--- src/pulse_cfg_pkg.sv ---
// Package with offsets, fields, reset values and timing for pulse config
package pulse_cfg_pkg;

  localparam int DATA_W = 24;
  localparam int ADDR_W = 6;

  // Register offsets on the device's register port
  localparam logic [5:0] OFS_TIME_LEVEL   = 6'h1F;
  localparam logic [5:0] OFS_INPUT_ENABLE = 6'h20;
  localparam logic [5:0] OFS_THRESHOLD    = 6'h21;

  // Field positions
  localparam int DUR_LSB   = 4;
  localparam int DUR_W     = 3;
  localparam int LEVEL_LSB = 0;
  localparam int LEVEL_W   = 4;
  localparam int THR_W     = 2;
  localparam int N_INPUTS  = 24;
  localparam int N_LEVEL_GROUPS = 4;
  localparam int LEVEL_GROUP_SIZE = 6;
  localparam int N_THR_GROUPS = 6;
  localparam int THR_GROUP_SIZE = 4;

  // Writable masks, all other bits reserved
  localparam logic [23:0] MASK_TIME_LEVEL = 24'h00007F;
  localparam logic [23:0] MASK_INPUT_EN   = 24'hFFFFFF;
  localparam logic [23:0] MASK_THRESHOLD  = 24'h000FFF;

  // Reset values
  localparam logic [23:0] RST_TIME_LEVEL = 24'h000000;
  localparam logic [23:0] RST_INPUT_EN   = 24'h000000;
  localparam logic [23:0] RST_THRESHOLD  = 24'h000000;

  // Pulse timing: one duration step in ns, clock period in ns
  localparam int STEP_NS    = 64000;
  localparam int CLK_NS     = 4;
  localparam int STEP_CYCLES = STEP_NS / CLK_NS;
  localparam int CNT_W      = 18;

  // Level and threshold encodings
  typedef enum logic {LEVEL_10MA = 1'h0, LEVEL_15MA = 1'h1} level_t;
  typedef enum logic [1:0] {
    THR_2V0 = 2'h0, THR_2V7 = 2'h1, THR_3V0 = 2'h2, THR_4V0 = 2'h3
  } thr_t;

  // Register access request
  typedef struct packed {
    logic              wr;
    logic              rd;
    logic [5:0]        addr;
    logic [23:0]       wdata;
  } reg_req_t;

  // Drive to the wetting current sources
  typedef struct packed {
    logic [23:0] on;
    logic [23:0] high_level;
  } pulse_drive_t;

endpackage : pulse_cfg_pkg

--- src/pulse_timer.sv ---
// Cleaning pulse timer: counts duration steps of 64 us
`timescale 1ns/1ps
module pulse_timer (
  input  wire logic       ref_clk,
  input  wire logic       rst,
  input  wire logic       start,
  input  wire logic [2:0] dur_code,
  output logic            active
);

  logic [17:0] cyc_r;
  logic [3:0]  steps_r;
  logic        active_r;

  // Run flag leaves the module straight from its flip-flop
  assign active = active_r;

  // Load (code+1) steps on start, run down one step per 64 us
  always_ff @(posedge ref_clk or posedge rst) begin
    if (rst) begin
      cyc_r    <= 18'h00000;
      steps_r  <= 4'h0;
      active_r <= 1'h0;
    end else if (start && !active_r) begin
      cyc_r    <= 18'(pulse_cfg_pkg::STEP_CYCLES - 1);
      steps_r  <= {1'h0, dur_code} + 4'h1;
      active_r <= 1'h1;
    end else if (active_r) begin
      if (cyc_r == 18'h00000) begin
        cyc_r <= 18'(pulse_cfg_pkg::STEP_CYCLES - 1);
        if (steps_r == 4'h1) begin
          active_r <= 1'h0;
          steps_r  <= 4'h0;
        end else begin
          steps_r <= steps_r - 4'h1;
        end
      end else begin
        cyc_r <= cyc_r - 18'h00001;
      end
    end
  end

endmodule : pulse_timer

--- src/pulse_threshold_cfg.sv ---
// Cleaning pulse and comparator threshold configuration registers
`timescale 1ns/1ps
// Notes on behaviour
// Bits 6-4 set the pulse duration as (code+1) steps of 64 us.
// Bit 3 picks 10 mA (0) or 15 mA (1) pulse current for inputs 18-23.
// Bit 2 picks 10 mA (0) or 15 mA (1) pulse current for inputs 12-17.
// Bit 1 picks 10 mA (0) or 15 mA (1) pulse current for inputs 6-11.
// Bit 0 picks 10 mA (0) or 15 mA (1) pulse current for inputs 0-5.
// One enable bit per input, bit n for input n, one turns the pulse on.
// Six 2-bit threshold fields in bits 11-0, each for four inputs.
// Threshold code 0,1,2,3 selects 2 V, 2.7 V, 3 V, 4 V.
// Reserved bits read as zero and ignore writes.
// A pulse drives only enabled inputs at their group level and duration.
module pulse_threshold_cfg (
  input  wire logic                     ref_clk,
  input  wire logic                     rst,
  input  wire pulse_cfg_pkg::reg_req_t  req,
  input  wire logic                     pulse_start,
  output logic [23:0]                   rdata,
  output logic                          rvalid,
  output pulse_cfg_pkg::pulse_drive_t   drive,
  output logic [2:0]                    pulse_duration_code,
  output logic [47:0]                   threshold_per_input,
  output logic                          pulse_busy
);

  // Stored configuration words, reserved bits never set
  logic [23:0] time_level_r;
  logic [23:0] input_enable_r;
  logic [23:0] threshold_r;

  // Address decode and qualified write strobes
  logic        sel_time_level;
  logic        sel_input_enable;
  logic        sel_threshold;
  logic        wr_time_level;
  logic        wr_input_enable;
  logic        wr_threshold;

  // Named fields of the time and level word
  logic [2:0]  dur_field;
  logic        pulse_level_group0;
  logic        pulse_level_group1;
  logic        pulse_level_group2;
  logic        pulse_level_group3;

  // Named threshold fields, one per group of four inputs
  logic [1:0]  threshold_inputs_0_3;
  logic [1:0]  threshold_inputs_4_7;
  logic [1:0]  threshold_inputs_8_11;
  logic [1:0]  threshold_inputs_12_15;
  logic [1:0]  threshold_inputs_16_19;
  logic [1:0]  threshold_inputs_20_23;

  // Group views, per-input spread and read mux output
  logic [3:0]  level_groups;
  logic [11:0] thr_groups;
  logic [23:0] level_per_input;
  logic [47:0] thr_per_input;
  logic [23:0] read_word;
  logic        timer_active;

  // Masked write so reserved bits never store anything
  function automatic logic [23:0] masked(input logic [23:0] d,
                                         input logic [23:0] m);
    masked = d & m;
  endfunction : masked

  // High when a request address hits the given register offset
  function automatic logic addr_hit(input logic [5:0] a,
                                    input logic [5:0] ofs);
    addr_hit = (a == ofs);
  endfunction : addr_hit

  // Group that an input belongs to, for a given group size
  function automatic int group_of(input int idx,
                                  input int size);
    group_of = idx / size;
  endfunction : group_of

  // Address decode, shared by the write and read paths
  assign sel_time_level   = addr_hit(req.addr,
                                     pulse_cfg_pkg::OFS_TIME_LEVEL);
  assign sel_input_enable = addr_hit(req.addr,
                                     pulse_cfg_pkg::OFS_INPUT_ENABLE);
  assign sel_threshold    = addr_hit(req.addr,
                                     pulse_cfg_pkg::OFS_THRESHOLD);

  // Writes act only on the addressed register
  assign wr_time_level   = req.wr & sel_time_level;
  assign wr_input_enable = req.wr & sel_input_enable;
  assign wr_threshold    = req.wr & sel_threshold;

  // Pulse timing configuration register
  always_ff @(posedge ref_clk or posedge rst) begin
    if (rst) begin
      time_level_r <= pulse_cfg_pkg::RST_TIME_LEVEL;
    end else if (wr_time_level) begin
      time_level_r <= masked(req.wdata,
                             pulse_cfg_pkg::MASK_TIME_LEVEL);
    end
  end

  // Per-input pulse enables
  always_ff @(posedge ref_clk or posedge rst) begin
    if (rst) begin
      input_enable_r <= pulse_cfg_pkg::RST_INPUT_EN;
    end else if (wr_input_enable) begin
      input_enable_r <= masked(req.wdata,
                               pulse_cfg_pkg::MASK_INPUT_EN);
    end
  end

  // Comparator threshold register
  always_ff @(posedge ref_clk or posedge rst) begin
    if (rst) begin
      threshold_r <= pulse_cfg_pkg::RST_THRESHOLD;
    end else if (wr_threshold) begin
      threshold_r <= masked(req.wdata,
                            pulse_cfg_pkg::MASK_THRESHOLD);
    end
  end

  // Word returned for the read address, zero when unmapped
  always_comb begin
    read_word = 24'h000000;
    if (sel_time_level) begin
      read_word = masked(time_level_r,
                         pulse_cfg_pkg::MASK_TIME_LEVEL);
    end else if (sel_input_enable) begin
      read_word = input_enable_r;
    end else if (sel_threshold) begin
      read_word = masked(threshold_r,
                         pulse_cfg_pkg::MASK_THRESHOLD);
    end
  end

  // Read strobe answered one cycle later, for one cycle
  always_ff @(posedge ref_clk or posedge rst) begin
    if (rst) begin
      rvalid <= 1'h0;
    end else begin
      rvalid <= req.rd;
    end
  end

  // Read data register, holds the last word read
  always_ff @(posedge ref_clk or posedge rst) begin
    if (rst) begin
      rdata <= 24'h000000;
    end else if (req.rd) begin
      rdata <= read_word;
    end
  end

  // Duration field and one current level bit per group of six inputs
  assign dur_field = time_level_r[pulse_cfg_pkg::DUR_LSB +:
                                  pulse_cfg_pkg::DUR_W];
  assign pulse_level_group0 =
    time_level_r[pulse_cfg_pkg::LEVEL_LSB];
  assign pulse_level_group1 =
    time_level_r[pulse_cfg_pkg::LEVEL_LSB + 1];
  assign pulse_level_group2 =
    time_level_r[pulse_cfg_pkg::LEVEL_LSB + 2];
  assign pulse_level_group3 =
    time_level_r[pulse_cfg_pkg::LEVEL_LSB + 3];
  assign level_groups = {pulse_level_group3, pulse_level_group2,
                         pulse_level_group1, pulse_level_group0};

  // Two-bit threshold code per group of four inputs
  assign threshold_inputs_0_3   =
    threshold_r[0 * pulse_cfg_pkg::THR_W +: pulse_cfg_pkg::THR_W];
  assign threshold_inputs_4_7   =
    threshold_r[1 * pulse_cfg_pkg::THR_W +: pulse_cfg_pkg::THR_W];
  assign threshold_inputs_8_11  =
    threshold_r[2 * pulse_cfg_pkg::THR_W +: pulse_cfg_pkg::THR_W];
  assign threshold_inputs_12_15 =
    threshold_r[3 * pulse_cfg_pkg::THR_W +: pulse_cfg_pkg::THR_W];
  assign threshold_inputs_16_19 =
    threshold_r[4 * pulse_cfg_pkg::THR_W +: pulse_cfg_pkg::THR_W];
  assign threshold_inputs_20_23 =
    threshold_r[5 * pulse_cfg_pkg::THR_W +: pulse_cfg_pkg::THR_W];
  assign thr_groups = {threshold_inputs_20_23, threshold_inputs_16_19,
                       threshold_inputs_12_15, threshold_inputs_8_11,
                       threshold_inputs_4_7, threshold_inputs_0_3};

  // Spread group level bits and threshold codes over the inputs
  for (genvar i = 0; i < pulse_cfg_pkg::N_INPUTS; i++) begin : g_in
    assign level_per_input[i] =
      level_groups[group_of(i, pulse_cfg_pkg::LEVEL_GROUP_SIZE)];
    assign thr_per_input[pulse_cfg_pkg::THR_W * i +: pulse_cfg_pkg::THR_W] =
      thr_groups[pulse_cfg_pkg::THR_W *
                 group_of(i, pulse_cfg_pkg::THR_GROUP_SIZE) +:
                 pulse_cfg_pkg::THR_W];
  end

  // Duration timer, takes the duration code when a pulse starts
  pulse_timer i_pulse_timer (
    .ref_clk  (ref_clk),
    .rst      (rst),
    .start    (pulse_start),
    .dur_code (dur_field),
    .active   (timer_active)
  );

  // Current source drive, switched on only while the timer runs
  always_ff @(posedge ref_clk or posedge rst) begin
    if (rst) begin
      drive <= '0;
    end else begin
      drive.on         <= timer_active ? input_enable_r
                                       : 24'h000000;
      drive.high_level <= level_per_input;
    end
  end

  // Duration code as seen by the pulse logic
  always_ff @(posedge ref_clk or posedge rst) begin
    if (rst) begin
      pulse_duration_code <= 3'h0;
    end else begin
      pulse_duration_code <= dur_field;
    end
  end

  // Threshold code of every input for the comparators
  always_ff @(posedge ref_clk or posedge rst) begin
    if (rst) begin
      threshold_per_input <= 48'h000000000000;
    end else begin
      threshold_per_input <= thr_per_input;
    end
  end

  // Busy flag follows the timer, in step with the drive
  always_ff @(posedge ref_clk or posedge rst) begin
    if (rst) begin
      pulse_busy <= 1'h0;
    end else begin
      pulse_busy <= timer_active;
    end
  end

endmodule : pulse_threshold_cfg

--- config.mk ---
export PLATFORM = sky130hd
export DESIGN_NAME = pulse_threshold_cfg
export DESIGN_NICKNAME = d
export VERILOG_FILES = /design/src/pulse_cfg_pkg.sv /design/src/pulse_timer.sv /design/src/pulse_threshold_cfg.sv
export SDC_FILE = /design/constraint.sdc
export NUM_CORES = 1
export LEC_CHECK = 0
export ABC_AREA = 1
export BUFFER_PORTS_ARGS = -buffer_cell sky130_fd_sc_hd__buf_2
export CAP_MARGIN = 20
export CORE_MARGIN = 5
export CORE_UTILIZATION = 53
export CTS_CLUSTER_SIZE = 14
export DETAILED_ROUTE_END_ITERATION = 6
export MAX_ROUTING_LAYER = met4
export PLACE_DENSITY = 0.8
export SKIP_LAST_GASP = 1
export SYNTH_ARGS = -nofsm -noshare
export SYNTH_HDL_FRONTEND = slang
export SYNTH_SLANG_ARGS = --single-unit
--- constraint.sdc ---
create_clock -name ref_clk -period 4.5 [get_ports ref_clk]
set_clock_uncertainty 0.15 [all_clocks]
set_input_delay 0 -clock ref_clk [delete_from_list [all_inputs] [get_ports ref_clk]]
set_output_delay 0 -clock ref_clk [all_outputs]
set_load 0.01 [all_outputs]
* After elaboration in Yosys (flattened, before gate mapping) *
Index checks and enable logic that the tools add are counted.

storage, ports and cells
  register bits after elaboration = 186
  input bits = 35
  logic and storage cells = 44

operators by class
  add/subtract/negate cells = 3
  eq/ne operators = 4
  muxes and demuxes = 15
  bitwise gates (word level) = 3
  reductions and logical operators = 6

operator list
  cell                                                                    number
  24-bit 2-to-1 mux                                                       3
  18-bit 2-to-1 mux                                                       3
  18-bit zero test                                                        1
  18-bit by 1-bit subtractor with 18-bit output (second input constant)   1
  4-bit 2-to-1 mux                                                        4
  6-bit equality test (second input constant)                             2
  12-bit 2-to-1 mux                                                       1
  6-bit by 5-bit equality test with 1-bit output (second input constant)  1
  3-bit by 1-bit adder with 4-bit output (second input constant)          1
  4-bit by 1-bit equality test with 1-bit output (second input constant)  1
  1-bit 2-to-1 mux                                                        4
  2-bit nonzero test                                                      2
  4-bit by 1-bit subtractor with 4-bit output (second input constant)     1
  1-bit AND                                                               3
  2-bit AND reduction                                                     1
  1-bit logical AND                                                       1
  1-bit zero test                                                         1

* Longest topological paths before layout *
  depth after elaboration = 5
  depth in mapped cells = 9

* Modules after synthesis *
Synthesis repeated with hierarchy kept, for this count alone.

second synthesis, totals
  cells, all modules = 731
  area total of the unflattened synthesis = 6322.3 µm²

modules (own cells, without submodules)
  module               times used  cells each  area each (µm²)
  pulse_threshold_cfg  1           521         4773.3
  pulse_timer          1           210         1549.0

* Worst setup path after synthesis *
Ideal clock, no wire load.

  path kind = register to register
  start point = register i_pulse_timer.cyc_r[0]
  end point = register i_pulse_timer.cyc_r[10]
  setup time = 0.083 ns
  arrival = 1.406 ns
  required time = 4.267 ns
  slack = 2.862 ns
  cell stages (with the launch flop) = 9
  path buffers = 0
  cell sequence = dfrtp_1 inv_1 ha_1 nand2_1 nor2_4 nand4_1 nand2_1 nand2_2 o21ai_0

on the way
  word-level cells in the longest chain between the ends = 4
  elaborated cells between the ends (all ways) = 5
  those cells by class = add/sub: 1; mux: 3; reduce/logical: 1

ends and longest elaborated chain
  item                                                                               line                                  source
  from (decl)                                                                        pulse_timer.sv:11                     logic [17:0] cyc_r;
  from (signal assigned)                                                             pulse_timer.sv:25                     cyc_r <= 18'(pulse_cfg_pkg::STEP_CYCLES - 1);
  from (signal assigned)                                                             pulse_timer.sv:30                     cyc_r <= 18'(pulse_cfg_pkg::STEP_CYCLES - 1);
  from (signal assigned)                                                             pulse_timer.sv:38                     cyc_r <= cyc_r - 18'h00001;
  18-bit by 1-bit subtractor with 18-bit output or 18-bit zero test (tied branches)  pulse_timer.sv:38, pulse_timer.sv:29
  18-bit 2-to-1 mux (*)                                                              pulse_timer.sv:29                     if (cyc_r == 18'h00000) begin
  18-bit 2-to-1 mux (*)                                                              pulse_timer.sv:28                     end else if (active_r) begin
  18-bit 2-to-1 mux (*)                                                              pulse_timer.sv:24                     end else if (start && !active_r) begin

Mark *: on every way between the ends. The rest lies on a longest branch, timed or not. The select of a mux whose other input is x is not followed.
A chain may end at the register's enable or synchronous reset.

==> impl_table.tex <==
\begin{tabular}{lr}
\hline
Metric & Value \\
\hline
\multicolumn{2}{l}{\textbf{Global routing}} \\
Vias in the first global route & 4714 \\
Wire length of the first global-routing pass & 22500 µm \\
Number of antenna violations at the first check in global routing & 0 \\
Total congestion overflow & 0 \\
Global Route met3 Usage & 0.0617 \\
Peak-usage layer in the global routing report & met2 \\
Pin count of the biggest net entering global routing & 91 \\
Met1 layer usage reported by global route & 0.275 \\
GRT Total Usage & 0.222 \\
Global Route met2 Usage & 0.349 \\
\multicolumn{2}{l}{\textbf{Floorplan}} \\
Core Region & 11300 µm² \\
Total die area & 13600 µm² \\
Horiz. Die Dim & 117 µm \\
Y dimension of the die & 117 µm \\
I/O pin count & 160 \\
Std cell rows & 39 \\
Initial standard-cell utilization of the core & 0.535 \\
\multicolumn{2}{l}{\textbf{STA}} \\
Smallest setup slack after layout & 2.03 ns \\
Normalized max-slew margin & 0.452 \\
Share of the cycle needed by the critical path after routing & 0.549 \\
Endpoints failing hold & 0 \\
Unrepaired setup endpoints after global routing & false \\
Highest attainable clock frequency & 405 MHz \\
Transition time at the pin with the least slew margin & 0.818 ns \\
Final worst path period need & 2.47 ns \\
Setup-violating endpoint count in the final report & 0 \\
Max Slew Vio Count & 0 \\
Setup tns final & 0 ns \\
\multicolumn{2}{l}{\textbf{Routing}} \\
Number of vias per cell & 4.98 \\
DRC violations left & 0 \\
Total iterations of the first detailed-routing run & 5 \\
Via Count & 4983 \\
Routed length per placed instance & 14.3 µm \\
Starting DRC count in detailed routing & 332 \\
Remaining antenna violation count & 0 \\
Routed Wire Length & 14300 µm \\
\multicolumn{2}{l}{\textbf{Power and ir drop}} \\
Power Internal & 0.00227 W \\
Clock network fraction of total power & 0.421 \\
Cell leakage power & 4.23 nW \\
Power density of the placed cells & 417 nW/µm² \\
Logic pwr share & 0.127 \\
Sequential Power Share & 0.453 \\
Switching power share of the total & 0.273 \\
Worst IR drop on VDD & 0.000279 V \\
Switching power summed over all nets & 0.000852 W \\
\multicolumn{2}{l}{\textbf{Setup path}} \\
Worst Setup Start Kind & input pin \\
Family of cells with the greatest summed delay on the critical path & buffers and inverters \\
Critical path arrival & 2.63 ns \\
Category of the most critical setup path & input pin to flop \\
Cell chain of the critical path & dlygate4sd3\_1, buf\_2, clkinv\_1, a21oi\_1, nand3\_1, nand2\_1, inv\_1 \\
Cell depth of the worst flop-to-flop path & 8 \\
Peak per-stage delay on the critical path & 0.66 ns \\
CP Max Fanout & 33 \\
Crit path capture type & flop \\
CP bufs+invs & 4 \\
Master of the slowest instance on the critical path & sky130\_fd\_sc\_hd\_\_clkinv\_1 \\
CP Data Required Time & 4.66 ns \\
Worst reg2reg setup slack & 2.52 ns \\
Source of the worst register-to-register timing path & i\_pulse\_timer.cyc\_r[0]\$\_DFFE\_PP0P\_ \\
End of the worst register-to-register path & i\_pulse\_timer.cyc\_r[10]\$\_DFFE\_PP0P\_ \\
\multicolumn{2}{l}{\textbf{Yosys}} \\
Sequential fraction of the synthesis area & 0.560 \\
Flip-flop and latch count after synthesis & 135 \\
Main area contributors after synthesis & sky130\_fd\_sc\_hd\_\_dfrtp\_1, sky130\_fd\_sc\_hd\_\_nand2\_1, sky130\_fd\_sc\_hd\_\_buf\_4, sky130\_fd\_sc\_hd\_\_inv\_1, sky130\_fd\_sc\_hd\_\_nand3\_1 \\
Leading post-synthesis cells by instance count & sky130\_fd\_sc\_hd\_\_nand2\_1, sky130\_fd\_sc\_hd\_\_dfrtp\_1, sky130\_fd\_sc\_hd\_\_inv\_1 \\
Post-synth top area cell & sky130\_fd\_sc\_hd\_\_dfrtp\_1 \\
Dominant register cell in the synthesized netlist & sky130\_fd\_sc\_hd\_\_dfrtp\_1 \\
Synth cell types & 29 \\
Post-synthesis cell count & 699 \\
Most frequent cell after synthesis & sky130\_fd\_sc\_hd\_\_nand2\_1 \\
Number of enable-type register cells in the synthesized netlist & 0 \\
Summed instance area of the synthesized netlist & 6030 µm² \\
Post-Synthesis Net Count & 738 \\
Total number of yosys warnings & 0 \\
Average instance area after synthesis & 8.63 µm² \\
Proportion of synthesized flip-flops having asynchronous set or reset & 1.00 \\
Share of Yosys cell area claimed by the top area cell type & 0.560 \\
\multicolumn{2}{l}{\textbf{Clock tree}} \\
CTS buffer count & 17 \\
Clock Sinks & 135 \\
Post-CTS setup buffers & 0 \\
Worst-Skew Late Latency & 0.42 ns \\
Buffer depth of the longest clock path & 2 \\
CTS tree & built \\
Cts hold-fix bufs & 40 \\
Cell chosen for the clock root & sky130\_fd\_sc\_hd\_\_clkbuf\_16 \\
Clock transition at the registers of the reported paths & 0.06 ns \\
Gates resized, CTS repair & 0 \\
Maximum level of the CTS H-tree & 4 \\
\multicolumn{2}{l}{\textbf{Place}} \\
Post-Place Worst Slack & 2.24 ns \\
RePlAce Congestion & 0.863 \\
Post-detail-place hpwl & 9250 µm \\
Port Buf Inserts & 159 \\
\# placed instances & 928 \\
\multicolumn{2}{l}{\textbf{Cells and area}} \\
Share of final-layout standard cells stronger than drive strength 1 & 0.240 \\
Nets@finish & 883 \\
Area added between synthesis and finish & 23.9\% \\
Layout Utilization & 0.663 \\
Filler cell count & 869 \\
Post-Layout Cell Count & 1000 \\
Diode count & 0 \\
\multicolumn{2}{l}{\textbf{Hold path}} \\
Min-Delay Endpoint & rdata[10]\$\_DFFE\_PP0P\_ \\
Cell depth of the worst min-delay path & 7 \\
Origin of the worst min-delay path & req[25] \\
Class of the tightest hold or removal check & input pin to flop \\
\multicolumn{2}{l}{\textbf{Outcome}} \\
Outcome & completed \\
\multicolumn{2}{l}{\textbf{Flow run}} \\
Max-cap check violation count & 0 \\
\hline
\end{tabular}
-- state kept, by name, indices dropped and copies added (netlist names) --
| name | count |
|---|---|
| drive | 28 |
| input_enable_r | 24 |
| rdata | 24 |
| i_pulse_timer.cyc_r | 18 |
| threshold_per_input | 12 |
| threshold_r | 12 |
| time_level_r | 7 |
| i_pulse_timer.steps_r | 4 |
| pulse_duration_code | 3 |
| i_pulse_timer.active | 1 |
| pulse_busy | 1 |
| rvalid | 1 |
-- placed cells by master, fill, tap and decap left out, types with 4 or more instances in the layout --
| cell | n |
|---|---|
| sky130_fd_sc_hd__o22ai_1 | 8 |
| sky130_fd_sc_hd__xor2_1 | 4 |
| sky130_fd_sc_hd__dfrtp_1 | 135 |
| sky130_fd_sc_hd__ha_1 | 4 |
| sky130_fd_sc_hd__dlygate4sd3_1 | 40 |
| sky130_fd_sc_hd__nand2_1 | 234 |
| sky130_fd_sc_hd__nand3b_1 | 5 |
| sky130_fd_sc_hd__clkbuf_16 | 17 |
| sky130_fd_sc_hd__clkinv_2 | 5 |
| sky130_fd_sc_hd__nand3_1 | 43 |
| sky130_fd_sc_hd__o21ai_1 | 8 |
| sky130_fd_sc_hd__buf_2 | 159 |
| sky130_fd_sc_hd__nor2_1 | 40 |
| sky130_fd_sc_hd__nand4_1 | 6 |
| sky130_fd_sc_hd__inv_1 | 82 |
| sky130_fd_sc_hd__o21ai_0 | 33 |
| sky130_fd_sc_hd__o21ai_2 | 4 |
| sky130_fd_sc_hd__inv_6 | 5 |
-- how the worst max path moves through the flow --
stage          startpoint                    to  depth (start not counted)
2_1_floorplan         rst   drive[11]$_DFF_PP0_                          1
3_3_place_gp      req[30]  rdata[3]$_DFFE_PP0P_                          6
3_5_place_dp      req[30]  rdata[5]$_DFFE_PP0P_                          6
4_1_cts           req[30]  rdata[1]$_DFFE_PP0P_                          7
5_1_grt           req[30]  rdata[1]$_DFFE_PP0P_                          7
6_report          req[30]  rdata[1]$_DFFE_PP0P_                          7
-- power by group through the flow --
| stage | clock network (W) | logic, W | registers [W] |
|---|---|---|---|
| floorplan | 0 | 0.000266 | 0.00145 |
| global placement | 0 | 0.000368 | 0.00143 |
| detailed placement | 0 | 0.000378 | 0.00143 |
| CTS | 0.00133 | 0.000399 | 0.00141 |
| global route | 0.00139 | 0.000442 | 0.00143 |
| finish | 0.00131 | 0.000395 | 0.00141 |
-- area by class of cell --
type | count | area, µm² | area share
flip-flops and latches | 135 | 3380 | 0.452
multi-input cells | 404 | 1820 | 0.243
repair buffers | 202 | 1220 | 0.163
clock buffers | 18 | 439 | 0.0587
inverters | 84 | 320 | 0.0428
well taps | 143 | 179 | 0.0239
clock inverters | 14 | 124 | 0.0166
-- worst register-to-register path, delay by kind of cell (launching register included) --
family / cells / cell delay (ns)
flip-flops: 1 / 0.39
AO/OA/AOI/OAI: 1 / 0.12
adder cells (fa/ha/maj): 1 / 0.19
AND/OR/NAND/NOR: 5 / 0.96
buffers and inverters: 1 / 0.11
-- metrics by stage --
stage / hold WS [ns] / total power, W / cell area (µm²)
after floorplan: -0.119 / 0.00171 / 6030
after global placement: 0.0649 / 0.00180 / 6510
after detailed placement: 0.0682 / 0.00181 / 6510
after CTS: 0.0414 / 0.00314 / 7480
after global routing: 0.102 / 0.00326 / 7480
final: 0.0739 / 0.00312 / 7480
-- kinds of logic (layout without fill, tap and decap cells) --
kind of cell / count (synthesis) / in the layout / synth area share
and+or+nand+nor: 337 / 337 / 0.232
AOI/OAI and AO/OA: 56 / 56 / 0.0506
xor gates and xnor gates: 7 / 7 / 0.0102
DFF: 135 / 135 / 0.560
adders and majority gates: 4 / 4 / 0.00830
buffers and inverters: 160 / 318 / 0.139
-- per-layer routing --
layer  share of wire  vias up
met5               0        -
met4           0.021        0
met3           0.087       26
met2            0.49      195
met1            0.40     2364
li1                -     2398
(Power assumes the default switching activity.)
